### src/pkg/mpcl_regs.svh
// Register map, fields, reset values and timing of the pin loader
// Assumes a 40 MHz clock and a 32-bit APB register port
`ifndef MPCL_REGS_SVH
`define MPCL_REGS_SVH

// ***********************************************
// Register offsets
// ***********************************************
`define MPCL_OFF_CTRL     8'h00
`define MPCL_OFF_STATUS   8'h04
`define MPCL_OFF_ADDR     8'h08
`define MPCL_OFF_VOUT     8'h0c
`define MPCL_OFF_VCEIL    8'h10
`define MPCL_OFF_SSCFG    8'h14
`define MPCL_OFF_UVTH     8'h18
`define MPCL_OFF_OVTH     8'h1c
`define MPCL_OFF_IRQSTAT  8'h20
`define MPCL_OFF_IRQMASK  8'h24

// ***********************************************
// Fields
// ***********************************************
`define MPCL_CTRL_RESTORE 0
`define MPCL_CTRL_SAVE    1
`define MPCL_EV_LOADED    0
`define MPCL_EV_UNDER     1
`define MPCL_EV_OVER      2
`define MPCL_EV_CLAMP     3
`define MPCL_NEV          4
`define MPCL_ST_KIND_LSB  4
`define MPCL_ST_STORE     10
`define MPCL_SAVE_SS_LSB  16

// ***********************************************
// Pins, reset values, timing
// ***********************************************
`define MPCL_NPIN         3
`define MPCL_PIN_ADDR     0
`define MPCL_PIN_VOLTAGE_SELECT_PIN     1
`define MPCL_PIN_SS       2
`define MPCL_SELW         5
`define MPCL_ADDR_BASE    7'h20
`define MPCL_ADDR_RES_OFS 7'h03
`define MPCL_UV_RESET     16'h0000
`define MPCL_OV_RESET     16'hffff
`define MPCL_CEIL_NUM     11
`define MPCL_CEIL_DEN     10
`define MPCL_CLK_PERIOD_NS 25
`define MPCL_US_CYCLES    (1000 / `MPCL_CLK_PERIOD_NS)
`define MPCL_MEMCHECK_MS  10

`endif

### src/pkg/mpcl_pkg.sv
// Types of the pin configuration loader
// Assumes mpcl_regs.svh for sizes
`default_nettype none
`include "mpcl_regs.svh"
package mpcl_pkg;
  typedef enum logic [1:0] {
    K_LOW  = 2'b00,
    K_OPEN = 2'b01,
    K_HIGH = 2'b10,
    K_RES  = 2'b11
  } mpcl_kind_t;

  typedef enum logic [1:0] {
    S_MEMCHECK  = 2'b00,
    S_PINSAMPLE = 2'b01,
    S_PINLOAD   = 2'b10,
    S_READY     = 2'b11
  } mpcl_state_t;
endpackage
`default_nettype wire

### src/pkg/mpcl_pin_if.sv
// Sample strobe and decoded pin results between loader and classifier
// Assumes both ends on the same clock
`default_nettype none
`include "mpcl_regs.svh"
interface mpcl_pin_if;
  logic                                 sample;
  logic [`MPCL_NPIN*2-1:0]              kind;
  logic [`MPCL_NPIN*`MPCL_SELW-1:0]     sel;
  modport loader     (output sample, input kind, input sel);
  modport classifier (input sample, output kind, output sel);
endinterface
`default_nettype wire

### src/core/mpcl_pin_classifier.sv
// Synchronises and classifies the multi-mode configuration pins
// Assumes level detectors and a resistor code (0 = none) per pin
`default_nettype none
`include "mpcl_regs.svh"
module mpcl_pin_classifier
  import mpcl_pkg::*;
(
  input  wire logic                              clock,
  input  wire logic                              reset,
  input  wire logic [`MPCL_NPIN-1:0]             pinLowLvl,
  input  wire logic [`MPCL_NPIN-1:0]             pinHighLvl,
  input  wire logic [`MPCL_NPIN*`MPCL_SELW-1:0]  pinResCode,
  mpcl_pin_if.classifier                         pif
);
  typedef struct packed {
    logic [`MPCL_NPIN-1:0]             low1;
    logic [`MPCL_NPIN-1:0]             low2;
    logic [`MPCL_NPIN-1:0]             high1;
    logic [`MPCL_NPIN-1:0]             high2;
    logic [`MPCL_NPIN*`MPCL_SELW-1:0]  res1;
    logic [`MPCL_NPIN*`MPCL_SELW-1:0]  res2;
    logic [`MPCL_NPIN*2-1:0]           kind;
    logic [`MPCL_NPIN*`MPCL_SELW-1:0]  sel;
  } mpcl_cls_t;

  mpcl_cls_t                         q;
  mpcl_cls_t                         d;
  logic [`MPCL_NPIN*2-1:0]           classKind;
  logic [`MPCL_NPIN*`MPCL_SELW-1:0]  classSel;

  // ***********************************************
  // Classification per pin
  // ***********************************************
  for (genvar i = 0; i < `MPCL_NPIN; i++) begin : g_pin
    logic [`MPCL_SELW-1:0] code;
    assign code = q.res2[i*`MPCL_SELW +: `MPCL_SELW];
    // A measured resistor overrides the level detectors
    always_comb begin
      if (code != '0) begin
        classKind[i*2 +: 2]                   = K_RES;
        classSel[i*`MPCL_SELW +: `MPCL_SELW]  = code - 5'h01;
      end else if (q.low2[i]) begin
        classKind[i*2 +: 2]                   = K_LOW;
        classSel[i*`MPCL_SELW +: `MPCL_SELW]  = 5'h00;
      end else if (q.high2[i]) begin
        classKind[i*2 +: 2]                   = K_HIGH;
        classSel[i*`MPCL_SELW +: `MPCL_SELW]  = 5'h02;
      end else begin
        classKind[i*2 +: 2]                   = K_OPEN;
        classSel[i*`MPCL_SELW +: `MPCL_SELW]  = 5'h01;
      end
    end
  end

  // ***********************************************
  // State
  // ***********************************************
  always_comb begin
    d       = q;
    d.low1  = pinLowLvl;
    d.low2  = q.low1;
    d.high1 = pinHighLvl;
    d.high2 = q.high1;
    d.res1  = pinResCode;
    d.res2  = q.res1;
    // Latched only on a sample; later drift is not seen
    if (pif.sample) begin
      d.kind = classKind;
      d.sel  = classSel;
    end
  end

  always_ff @(posedge clock) begin
    if (reset) begin
      q <= '0;
    end else begin
      q <= d;
    end
  end

  assign pif.kind = q.kind;
  assign pif.sel  = q.sel;
endmodule // mpcl_pin_classifier
`default_nettype wire

### src/core/mpcl_loader.sv
// Pin configuration loader: start-up sequence, pin decode, APB registers
// Assumes analog front end pins, a persistent store macro and an APB master
`default_nettype none
`include "mpcl_regs.svh"
module mpcl_loader
  import mpcl_pkg::*;
#(
  parameter int MEMCHECK_US = `MPCL_MEMCHECK_MS * 1000
) (
  input  wire logic                              clock,
  input  wire logic                              reset,
  input  wire logic [7:0]                        paddr,
  input  wire logic                              psel,
  input  wire logic                              penable,
  input  wire logic                              pwrite,
  input  wire logic [31:0]                       pwdata,
  output logic      [31:0]                       prdata,
  output logic                                   pready,
  output logic                                   pslverr,
  input  wire logic [`MPCL_NPIN-1:0]             pinLowLvl,
  input  wire logic [`MPCL_NPIN-1:0]             pinHighLvl,
  input  wire logic [`MPCL_NPIN*`MPCL_SELW-1:0]  pinResCode,
  input  wire logic                              enableReqPin,
  input  wire logic [15:0]                       voutMeasMv,
  input  wire logic                              storeHasData,
  input  wire logic [31:0]                       storeRdData,
  output logic                                   storeWrite,
  output logic      [31:0]                       storeWrData,
  output logic      [6:0]                        busAddress,
  output logic      [15:0]                       voutSetMv,
  output logic      [15:0]                       voutCeilMv,
  output logic      [7:0]                        softStartCfg,
  output logic                                   convertEnable,
  output logic                                   configReady,
  output logic                                   irq
);
  // ***********************************************
  // Tables and helpers
  // ***********************************************
  localparam logic [15:0] VOUT_STRAP_MV [3] = '{16'h04b0, 16'h05dc, 16'h0ce4};
  localparam logic [15:0] VOUT_RES_MV [31] = '{
    16'h0258, 16'h02bc, 16'h02ee, 16'h0320, 16'h0384, 16'h03e8, 16'h044c, 16'h04b0,
    16'h04e2, 16'h0514, 16'h0578, 16'h05dc, 16'h0640, 16'h06a4, 16'h0708, 16'h076c,
    16'h07d0, 16'h0834, 16'h0898, 16'h08fc, 16'h0960, 16'h09c4, 16'h0a28, 16'h0a8c,
    16'h0af0, 16'h0b54, 16'h0bb8, 16'h0c1c, 16'h0c80, 16'h0ce4, 16'h1388};

  typedef struct packed {
    mpcl_state_t           state;
    logic [5:0]            usDiv;
    logic [13:0]           usCnt;
    logic [1:0]            enSync;
    logic [6:0]            busAddr;
    logic [15:0]           voutMv;
    logic [15:0]           ceilMv;
    logic [7:0]            ssCfg;
    logic [15:0]           uvMv;
    logic [15:0]           ovMv;
    logic [`MPCL_NEV-1:0]  irqStat;
    logic [`MPCL_NEV-1:0]  irqMask;
    logic [31:0]           rdData;
    logic                  rdErr;
    logic                  storeWr;
    logic [31:0]           storeData;
    logic                  sample;
  } mpcl_core_t;

  localparam mpcl_core_t CORE_RESET = '{
    state: S_MEMCHECK, usDiv: '0, usCnt: '0, enSync: '0, busAddr: `MPCL_ADDR_BASE,
    voutMv: '0, ceilMv: '0, ssCfg: '0, uvMv: `MPCL_UV_RESET, ovMv: `MPCL_OV_RESET,
    irqStat: '0, irqMask: '0, rdData: '0, rdErr: 1'b0, storeWr: 1'b0,
    storeData: '0, sample: 1'b0};

  mpcl_core_t            q;
  mpcl_core_t            d;
  mpcl_pin_if            pif ();
  logic [`MPCL_NEV-1:0]  evSet;
  logic [`MPCL_NEV-1:0]  evClr;
  logic                  isSetup;
  logic                  isAccess;
  logic                  mapped;

  function automatic logic mpclHit(input logic [7:0] addr, input logic [7:0] off);
    return addr == off;
  endfunction

  function automatic logic [1:0] pinKind(input logic [`MPCL_NPIN*2-1:0] kinds, input int idx);
    return kinds[idx*2 +: 2];
  endfunction

  function automatic logic [4:0] pinSel(input logic [`MPCL_NPIN*`MPCL_SELW-1:0] sels,
                                        input int idx);
    return sels[idx*`MPCL_SELW +: `MPCL_SELW];
  endfunction

  // Strap picks one of three, resistor one of 31
  function automatic logic [15:0] voutFromPin(input logic [1:0] kind, input logic [4:0] sel);
    logic [15:0] mv;
    mv = 16'h0000;
    if (kind == K_RES) begin
      if (sel < 5'd31) begin
        mv = VOUT_RES_MV[sel];
      end
    end else if (sel < 5'd3) begin
      mv = VOUT_STRAP_MV[sel[1:0]];
    end
    return mv;
  endfunction

  function automatic logic [15:0] ceilFromVout(input logic [15:0] mv);
    logic [19:0] prod;
    prod = 20'(mv) * 20'(`MPCL_CEIL_NUM);
    return 16'(prod / 20'(`MPCL_CEIL_DEN));
  endfunction

  // ***********************************************
  // Pin classifier
  // ***********************************************
  mpcl_pin_classifier u_cls (
    .clock      (clock),
    .reset      (reset),
    .pinLowLvl  (pinLowLvl),
    .pinHighLvl (pinHighLvl),
    .pinResCode (pinResCode),
    .pif        (pif)
  );

  assign pif.sample = q.sample;

  // ***********************************************
  // Sequencer, monitor and register file
  // ***********************************************
  assign isSetup  = psel & ~penable;
  assign isAccess = psel & penable;
  assign mapped   = mpclHit(paddr, `MPCL_OFF_CTRL) | mpclHit(paddr, `MPCL_OFF_STATUS) |
                    mpclHit(paddr, `MPCL_OFF_ADDR) | mpclHit(paddr, `MPCL_OFF_VOUT) |
                    mpclHit(paddr, `MPCL_OFF_VCEIL) | mpclHit(paddr, `MPCL_OFF_SSCFG) |
                    mpclHit(paddr, `MPCL_OFF_UVTH) | mpclHit(paddr, `MPCL_OFF_OVTH) |
                    mpclHit(paddr, `MPCL_OFF_IRQSTAT) | mpclHit(paddr, `MPCL_OFF_IRQMASK);

  always_comb begin
    d         = q;
    d.sample  = 1'b0;
    d.storeWr = 1'b0;
    evSet     = '0;
    evClr     = '0;
    d.enSync  = {q.enSync[0], enableReqPin};

    unique case (q.state)
      // Memory check holds off bus and enable
      S_MEMCHECK: begin
        if (q.usDiv == 6'(`MPCL_US_CYCLES - 1)) begin
          d.usDiv = '0;
          if (q.usCnt == 14'(MEMCHECK_US - 1)) begin
            d.state  = S_PINSAMPLE;
            d.sample = 1'b1;
          end else begin
            d.usCnt = q.usCnt + 14'h0001;
          end
        end else begin
          d.usDiv = q.usDiv + 6'h01;
        end
      end
      S_PINSAMPLE: begin
        d.state = S_PINLOAD;
      end
      S_PINLOAD: begin
        d.busAddr = (pinKind(pif.kind, `MPCL_PIN_ADDR) == K_RES) ?
                    `MPCL_ADDR_BASE + `MPCL_ADDR_RES_OFS +
                    7'(pinSel(pif.sel, `MPCL_PIN_ADDR)) :
                    `MPCL_ADDR_BASE + 7'(pinSel(pif.sel, `MPCL_PIN_ADDR));
        d.ceilMv  = ceilFromVout(voutFromPin(pinKind(pif.kind, `MPCL_PIN_VOLTAGE_SELECT_PIN),
                                             pinSel(pif.sel, `MPCL_PIN_VOLTAGE_SELECT_PIN)));
        // Saved settings beat straps; the ceiling never does
        if (storeHasData) begin
          d.voutMv = storeRdData[15:0];
          d.ssCfg  = storeRdData[`MPCL_SAVE_SS_LSB +: 8];
        end else begin
          d.voutMv = voutFromPin(pinKind(pif.kind, `MPCL_PIN_VOLTAGE_SELECT_PIN),
                                 pinSel(pif.sel, `MPCL_PIN_VOLTAGE_SELECT_PIN));
          d.ssCfg  = {1'b0, pinKind(pif.kind, `MPCL_PIN_SS),
                      pinSel(pif.sel, `MPCL_PIN_SS)};
        end
        d.state = S_READY;
        evSet[`MPCL_EV_LOADED] = 1'b1;
      end
      S_READY: begin
        evSet[`MPCL_EV_UNDER] = voutMeasMv < q.uvMv;
        evSet[`MPCL_EV_OVER]  = voutMeasMv > q.ovMv;
      end
    endcase

    // Reads captured at setup so prdata comes from a flop
    if (isSetup) begin
      d.rdData = '0;
      d.rdErr  = ~mapped | (q.state != S_READY);
      if (q.state == S_READY) begin
        if (mpclHit(paddr, `MPCL_OFF_STATUS)) begin
          d.rdData[1:0] = q.state;
          d.rdData[`MPCL_ST_KIND_LSB +: `MPCL_NPIN*2] = pif.kind;
          d.rdData[`MPCL_ST_STORE] = storeHasData;
        end
        if (mpclHit(paddr, `MPCL_OFF_ADDR)) begin
          d.rdData[6:0] = q.busAddr;
        end
        if (mpclHit(paddr, `MPCL_OFF_VOUT)) begin
          d.rdData[15:0] = q.voutMv;
        end
        if (mpclHit(paddr, `MPCL_OFF_VCEIL)) begin
          d.rdData[15:0] = q.ceilMv;
        end
        if (mpclHit(paddr, `MPCL_OFF_SSCFG)) begin
          d.rdData[7:0] = q.ssCfg;
        end
        if (mpclHit(paddr, `MPCL_OFF_UVTH)) begin
          d.rdData[15:0] = q.uvMv;
        end
        if (mpclHit(paddr, `MPCL_OFF_OVTH)) begin
          d.rdData[15:0] = q.ovMv;
        end
        if (mpclHit(paddr, `MPCL_OFF_IRQSTAT)) begin
          d.rdData[`MPCL_NEV-1:0] = q.irqStat;
        end
        if (mpclHit(paddr, `MPCL_OFF_IRQMASK)) begin
          d.rdData[`MPCL_NEV-1:0] = q.irqMask;
        end
      end
    end

    // Address and ceiling have no write path
    if (isAccess && pwrite && q.state == S_READY) begin
      if (mpclHit(paddr, `MPCL_OFF_CTRL)) begin
        if (pwdata[`MPCL_CTRL_SAVE]) begin
          d.storeWr   = 1'b1;
          d.storeData = {8'h00, q.ssCfg, q.voutMv};
        end
        if (pwdata[`MPCL_CTRL_RESTORE]) begin
          d.state = S_MEMCHECK;
          d.usDiv = '0;
          d.usCnt = '0;
        end
      end
      if (mpclHit(paddr, `MPCL_OFF_VOUT)) begin
        // Host requests above the ceiling are clamped and flagged
        if (pwdata[15:0] > q.ceilMv) begin
          d.voutMv = q.ceilMv;
          evSet[`MPCL_EV_CLAMP] = 1'b1;
        end else begin
          d.voutMv = pwdata[15:0];
        end
      end
      if (mpclHit(paddr, `MPCL_OFF_SSCFG)) begin
        d.ssCfg = pwdata[7:0];
      end
      if (mpclHit(paddr, `MPCL_OFF_UVTH)) begin
        d.uvMv = pwdata[15:0];
      end
      if (mpclHit(paddr, `MPCL_OFF_OVTH)) begin
        d.ovMv = pwdata[15:0];
      end
      if (mpclHit(paddr, `MPCL_OFF_IRQSTAT)) begin
        evClr = pwdata[`MPCL_NEV-1:0];
      end
      if (mpclHit(paddr, `MPCL_OFF_IRQMASK)) begin
        d.irqMask = pwdata[`MPCL_NEV-1:0];
      end
    end

    // A new event beats a clear in the same cycle
    d.irqStat = (q.irqStat & ~evClr) | evSet;
  end

  always_ff @(posedge clock) begin
    if (reset) begin
      q <= CORE_RESET;
    end else begin
      q <= d;
    end
  end

  // ***********************************************
  // Outputs
  // ***********************************************
  assign pready        = isAccess;
  assign prdata        = q.rdData;
  assign pslverr       = q.rdErr & isAccess;
  assign storeWrite    = q.storeWr;
  assign storeWrData   = q.storeData;
  assign busAddress    = q.busAddr;
  assign voutSetMv     = q.voutMv;
  assign voutCeilMv    = q.ceilMv;
  assign softStartCfg  = q.ssCfg;
  assign configReady   = q.state == S_READY;
  assign convertEnable = q.enSync[1] & (q.state == S_READY);
  assign irq           = |(q.irqStat & q.irqMask);
endmodule // mpcl_loader
`default_nettype wire

### config.mk
export PLATFORM = sky130hd
export DESIGN_NAME = mpcl_loader
export DESIGN_NICKNAME = d
export VERILOG_FILES = /design/src/pkg/mpcl_pkg.sv /design/src/pkg/mpcl_pin_if.sv /design/src/core/mpcl_pin_classifier.sv /design/src/core/mpcl_loader.sv
export VERILOG_INCLUDE_DIRS = /design/src /design/src/pkg
export SDC_FILE = /design/constraint.sdc
export NUM_CORES = 1
export LEC_CHECK = 0
export BUFFER_PORTS_ARGS = -buffer_cell sky130_fd_sc_hd__buf_2
export CORE_MARGIN = 2
export CORE_UTILIZATION = 61
export DETAILED_ROUTE_END_ITERATION = 10
export PLACE_DENSITY_LB_ADDON = 0.05
export SYNTH_ARGS = -nofsm -noshare
export SYNTH_HDL_FRONTEND = slang
export SYNTH_SLANG_ARGS = --single-unit
### constraint.sdc
create_clock -name clock -period 38 [get_ports clock]
set_input_delay 7.6 -clock clock [delete_from_list [all_inputs] [get_ports clock]]
set_output_delay 7.6 -clock clock [all_outputs]
set_load 0.02 [all_outputs]
# --- After elaboration in Yosys (flattened, before gate mapping) ---
# Memories as Yosys holds them, arrays and structs flattened.
# Cells that the tools add are included.
word_totals:
  out_inout_bits: 117
  romBits: 512
  word_cells: 167
  latch_bits: 0
  memories: 1
  mem_bits_rw: 0
  regBits: 217
memory_table:
  columns: ["memory", "depth", "width", "rd", "rd_ports_with_merged_regs", "write_ports", "line_no", "text"]
  rows:
  - ["(no name shown)", 32, 16, 1, 0, 0, "mpcl_loader.sv:101", "mv = VOUT_RES_MV[sel];"]
op_classes:
  n_shift: 0
  n_eq_ne: 17
  addsub: 7
  reduce_logical: 14
  bitwise_logic: 26
  multipliers: 1
  div: 1
  n_lt_le_gt_ge: 7
  mux: 68
op_table:
  columns: ["op", "n"]
  rows:
  - ["16-bit two-way mux", 19]
  - ["40-bit two-way mux", 2]
  - ["22-bit two-way mux", 3]
  - ["33-bit two-way mux", 1]
  - ["16-bit binary-select mux with 2-bit select", 1]
  - ["8-bit by 5-bit == test with 1-bit output (second input constant)", 4]
  - ["16-bit greater-than comparator", 2]
  - ["2-bit two-way mux", 16]
  - ["5-bit two-way mux", 6]
  - ["14-bit two-way mux", 2]
  - ["8-bit two-way mux", 3]
  - ["7-bit two-way mux", 3]
  - ["20-bit by 4-bit divider with 20-bit output (second input constant)", 1]
  - ["16-bit by 4-bit multiplier with 20-bit output (second input constant)", 1]
  - ["20-bit two-way mux", 1]
  - ["8-bit by 4-bit == test with 1-bit output (second input constant)", 2]
  - ["8-bit by 6-bit == test with 1-bit output (second input constant)", 2]
  - ["16-bit < comparator", 1]
  - ["4-bit two-way mux", 4]
  - ["5-bit nonzero test", 3]
  - ["5-bit by 1-bit subtractor with 5-bit output (second input constant)", 3]
  - ["14-bit by 1-bit adder with 14-bit output (second input constant)", 1]
  - ["6-bit by 5-bit adder with 7-bit output (first input constant)", 2]
  - ["14-bit == test (second input constant)", 1]
  - ["28 further kinds", 57]

# --- Depth between registers and ports, before layout ---
logic_depth:
  ltp_word: 12
  mapped_depth: 60
  mapped_depth_nobuf: 51

# --- Modules after synthesis ---
# From an unflattened synthesis, not the netlist that was laid out.
unflattened:
  cells_unflattened: 2351
  hier_area_um2: 17762.0
by_module_without_submodules:
  columns: ["mod", "cells_each", "n_inst", "area_per_inst_um2"]
  rows:
  - ["mpcl_loader", 2126, 1, 15452.3]
  - ["mpcl_pin_classifier", 225, 1, 2309.7]

# --- Least setup slack after synthesis ---
# Ideal clock, no wire load.
synth_path:
  kind: "input-to-output"
  from: "input port psel"
  to: "output port pslverr"
  setup_slack_ns: 22.547
  cell_stages: 1
  t_arrival_ns: 7.853
  path_buffers: 0
  cell_sequence: "and3_1"
synth_via:
  elab_chain_len: 2
synth_rtl:
  columns: ["item", "line_no", "text"]
  rows:
  - ["from (decl)", "mpcl_loader.sv:13", "input wire logic psel,"]
  - ["1-bit bitwise AND", "mpcl_loader.sv:133", "assign isAccess = psel & penable;"]
  - ["1-bit bitwise AND", "mpcl_loader.sv:285", "assign pslverr = q.rdErr & isAccess;"]
  - ["to (decl)", "mpcl_loader.sv:19", "output logic pslverr,"]
# Every way passes these cells.

# --- Final worst setup path ---
layout_path:
  from: "register u_cls.q, in the netlist u_cls.pif.sel[7]"
  to: "register q, in the netlist voutCeilMv[0]"
layout_via:
  elab_chain_len: 9
  word_cells_on_any_way: 12
  cone_classes: "mul: 1; div: 1; order compare: 2; mux: 6; bitwise: 1; memory: 1"
layout_rtl:
  columns: ["item", "line_no", "text"]
  rows:
  - ["from (decl)", "mpcl_pin_classifier.sv:26", "mpcl_cls_t q;"]
  - ["from (signal assigned)", "mpcl_pin_classifier.sv:75", "q <= '0;"]
  - ["from (signal assigned)", "mpcl_pin_classifier.sv:77", "q <= d;"]
  - ["5-bit NOT with 6-bit output (implied by the code)", "mpcl_loader.sv:101", null]
  - ["memory read 32 x 16 bit", null, null]
  - ["16-bit two-way mux (2 in a row)", null, null]
  - ["16-bit two-way mux", "mpcl_loader.sv:100", "if (sel < 5'd31) begin"]
  - ["16-bit two-way mux *", "mpcl_loader.sv:99", "if (kind == K_RES) begin"]
  - ["16-bit two-way mux *", "mpcl_loader.sv:148", "unique case (q.state)"]
  - ["16-bit by 4-bit multiplier with 20-bit output *", "mpcl_loader.sv:111", "prod = 20'(mv) * 20'(`MPCL_CEIL_NUM);"]
  - ["20-bit by 4-bit divider with 20-bit output *", "mpcl_loader.sv:112", "return 16'(prod / 20'(`MPCL_CEIL_DEN));"]
  - ["to (signal assigned)", "mpcl_loader.sv:274", "q <= CORE_RESET;"]
  - ["to (signal assigned)", "mpcl_loader.sv:276", "q <= d;"]
  - ["to (decl)", "mpcl_loader.sv:73", "mpcl_core_t q;"]
# Every way passes the cells marked *; elsewhere a longest branch is shown, timed or not. The select of a mux whose other input is x is not followed.
# A chain may end at the register's enable or synchronous reset.

==> results.tsv <==
metric	value	unit
status	completed	
clk sinks	215	
drt pass-1 iters	8	
Slew Viols, Final	0	
I/O pin count	233	
Clk Tree Root Cell	clkbuf_16	
Die Span Y	176.1	um
worst reg2reg setup slack	20.78	ns
Slew HR	19.05	%
routed wire length per instance	19.28	um
number of global-route vias before repair	16269	
Port Buffers	182	
crit path DAT	17.59	ns
Achievable Freq	58.08	MHz
HPWL after DPL	40.83	mm
CP Launch Type	flip-flop	
Comb power frac	6.4	%
Fillers	2530	
Buf+Inv Stages, Crit Path	3	
Yosys Warn Count	0	
Netlist Area Pre-Place	18060	um^2
Routed Antenna Nets	0	
switch share	22.71	%
Final Hold Viols	0	
Crit path top cell by count	a211oi_2	
clk buf depth	3	
CP Class	reg2reg	
switching pwr	0.0001084	W
Vias	17692	
layout cells sized above 1	14.10	%
Register Area	4304	um^2
crit end category	flip-flop	
Setup Viol. Count Final	0	
worst ir drop on vdd	26.92	uV
total congestion overflow	0	
setup tns final	0	ns
antenna violations before repair	0	
CTS H-tree lvls	1	
pwr/cell area	24.99	nW/um^2
register area share after synthesis	23.83	%
syn avg cell area	7.675	um^2
1st-iter DRT viols	1755	
Int Pwr	0.0003689	W
post-layout util	66.01	%
RePlAce Congestion	0.9811	
number of buffers created by CTS	21	
worst slew pin tran	1.206	ns
cell family with most CP delay	compound AO/OA/AOI/OAI gates	
total leakage power	7.655	nW
WHS	0.4326	ns
vias per cell	6.387	
clk_skew	0.01365	ns
Final Cycle Share	45.31	%
Synth async-reset ratio	0	%
max incr delay on CP	0.87	ns
die extent in x	176.1	um
Critical Path RT	38.37	ns
Total Nets Final	2585	
Synth cell types	121	
Post-synth top flop	dfxtp_1	
min cycle time layout	17.22	ns
Site Rows	62	
Cells after Synth	2353	
CP max stage cell	dfxtp_1	
total of max-cap violations	0	
Clk pwr share	45.7	%
Syn-to-layout area delta	5.757	%
die area	31000	um^2
first-pass GRT wire length	84.66	mm
sequential power share	48.0	%
crit-path max FO	26	
Core Area	28940	um^2
CTS tree	yes	
area of the multi-input gates	12120	um^2
cts-stage hold buffer count	0	
Hold Path Class	reg2reg	
number of flops mapped to enable cells by yosys	0	
postcts setup bufs	0	
Final Routed Wirelength	53.41	mm
largest net degree at the start of global routing	86	
post-cts resize count	0	
worst skew pair latency	0.50	ns
post-synthesis register bit count	215	
Initial Util	62.41	%
RSZ-0062 raised after global routing	no	
Remaining DRCs	0	
CTS clock-pin slew for the worst setup and hold paths	0.06	ns
total track usage	33.29	%
## sequential cells by signal, summed over array words and instances (netlist names), 6 cells and up
name              flops
u_cls.g_pin.code     15
u_cls.d              21
u_cls.q               6
u_cls.pif.kind        6
busAddress            7
q                    64
voutSetMv            16
voutCeilMv           14
softStartCfg          8
storeWrData          24
u_cls.pif.sel        15
prdata               16
## final timing paths
kind	from	endpoint	depth (start not counted)
setup / recovery	u_cls.pif.sel[7]	voutCeilMv[0]	46
hold / removal	u_cls.d[34]	u_cls.g_pin[2].code[3]	1
setup reg to reg	u_cls.pif.sel[7]	voutCeilMv[0]	46
hold reg to reg	u_cls.d[34]	u_cls.g_pin[2].code[3]	1
## power groups by stage
| stage | logic, W | registers (W) | clock network (W) |
|---|---|---|---|
| 2_1_floorplan | 0.0000203 | 0.000234 | 0 |
| 3_3_place_gp | 0.0000293 | 0.000234 | 0 |
| 3_5_place_dp | 0.0000300 | 0.000234 | 0 |
| 4_1_cts | 0.0000302 | 0.000229 | 0.000218 |
| 5_1_grt | 0.0000333 | 0.000229 | 0.000228 |
| 6_report | 0.0000305 | 0.000229 | 0.000218 |
## worst register-to-register path: cells and delay by family (launching register included)
| kind | cells | cell delay (ns) |
|---|---|---|
| AND/OR/NAND/NOR | 7 | 3.04 |
| AO/OA/AOI/OAI | 27 | 8.55 |
| XOR/XNOR | 2 | 1.37 |
| multiplexers | 3 | 1.25 |
| flip-flops | 1 | 0.87 |
| buffers and inverters | 3 | 0.54 |
| adder cells (fa/ha/maj) | 4 | 1.50 |
## final cells by class
type	instances	area share, %
Antenna cell	3	0.03931
Clock buffer	29	3.118
Clock inverter	9	0.6485
Inverter	115	2.260
Multi-Input combinational cell	1817	63.45
Sequential cell	215	22.54
Tap cell	384	2.516
Timing Repair Buffer	198	5.431
## layout by cell type (no fill, tap or decap), types with 58 or more instances in the layout
| cell | instances |
|---|---|
| buf_2 | 181 |
| nor2_1 | 227 |
| nor3_1 | 58 |
| ha_1 | 93 |
| mux2i_1 | 58 |
| nand3_1 | 64 |
| a211oi_1 | 75 |
| o21ai_0 | 86 |
| nand2_1 | 230 |
| inv_1 | 114 |
| nor2b_1 | 63 |
| a21oi_1 | 196 |
| dfxtp_1 | 215 |
## cells in the mapped netlist (35+ instances only)
cell type | n | area [um^2]
o21ai_0 | 86 | 430.4
dfxtp_1 | 215 | 4304
ha_1 | 93 | 1164
a211oi_1 | 75 | 563.0
clkbuf_1 | 100 | 375.4
xnor2_1 | 53 | 464.2
nand3_1 | 64 | 320.3
nand2_1 | 230 | 863.3
buf_4 | 113 | 848.3
nor3_1 | 58 | 290.3
nor2_1 | 229 | 859.6
mux2i_1 | 58 | 580.6
inv_1 | 114 | 427.9
nor2b_1 | 64 | 400.4
xor2_1 | 35 | 306.5
a21oi_1 | 196 | 980.9
## per-stage QoR
| step | power, W | instances | area (um^2) | setup WS (ns) |
|---|---|---|---|---|
| final | 0.0004773 | 2770 | 19100 | 20.78 |
| after global routing | 0.0004906 | 2767 | 19090 | 19.66 |
| after CTS | 0.0004772 | 2767 | 19090 | 21.16 |
| after detailed placement | 0.0002640 | 2729 | 18370 | 21.23 |
| after global placement | 0.0002632 | 2729 | 18370 | 21.40 |
| after floorplan | 0.0002540 | 2378 | 18150 | 22.55 |
## per-layer routing
metal / wire length, um / share of wire (%) / up-vias / global-route usage, %
met5: 0 / 0 / - / 0
met3: 3858 / 7.2 / 166 / 2.993
met4: 2215 / 4.1 / 0 / 13.26
li1: - / - / 8433 / -
met2: 25610 / 48 / 832 / 58.53
met1: 21730 / 41 / 8261 / 42.05
## cell families after synthesis
| group | synth area share, % |
|---|---|
| AND/OR/NAND/NOR | 23.85 |
| AO/OA/AOI/OAI | 26.24 |
| buffers and inverters | 9.651 |
| flip-flops | 23.83 |
| adder cells (fa/ha/maj) | 7.385 |
| XOR/XNOR | 4.808 |
| multiplexers | 4.205 |
| other | 0.02076 |
Note: power is estimated with default switching activity, not from simulation.
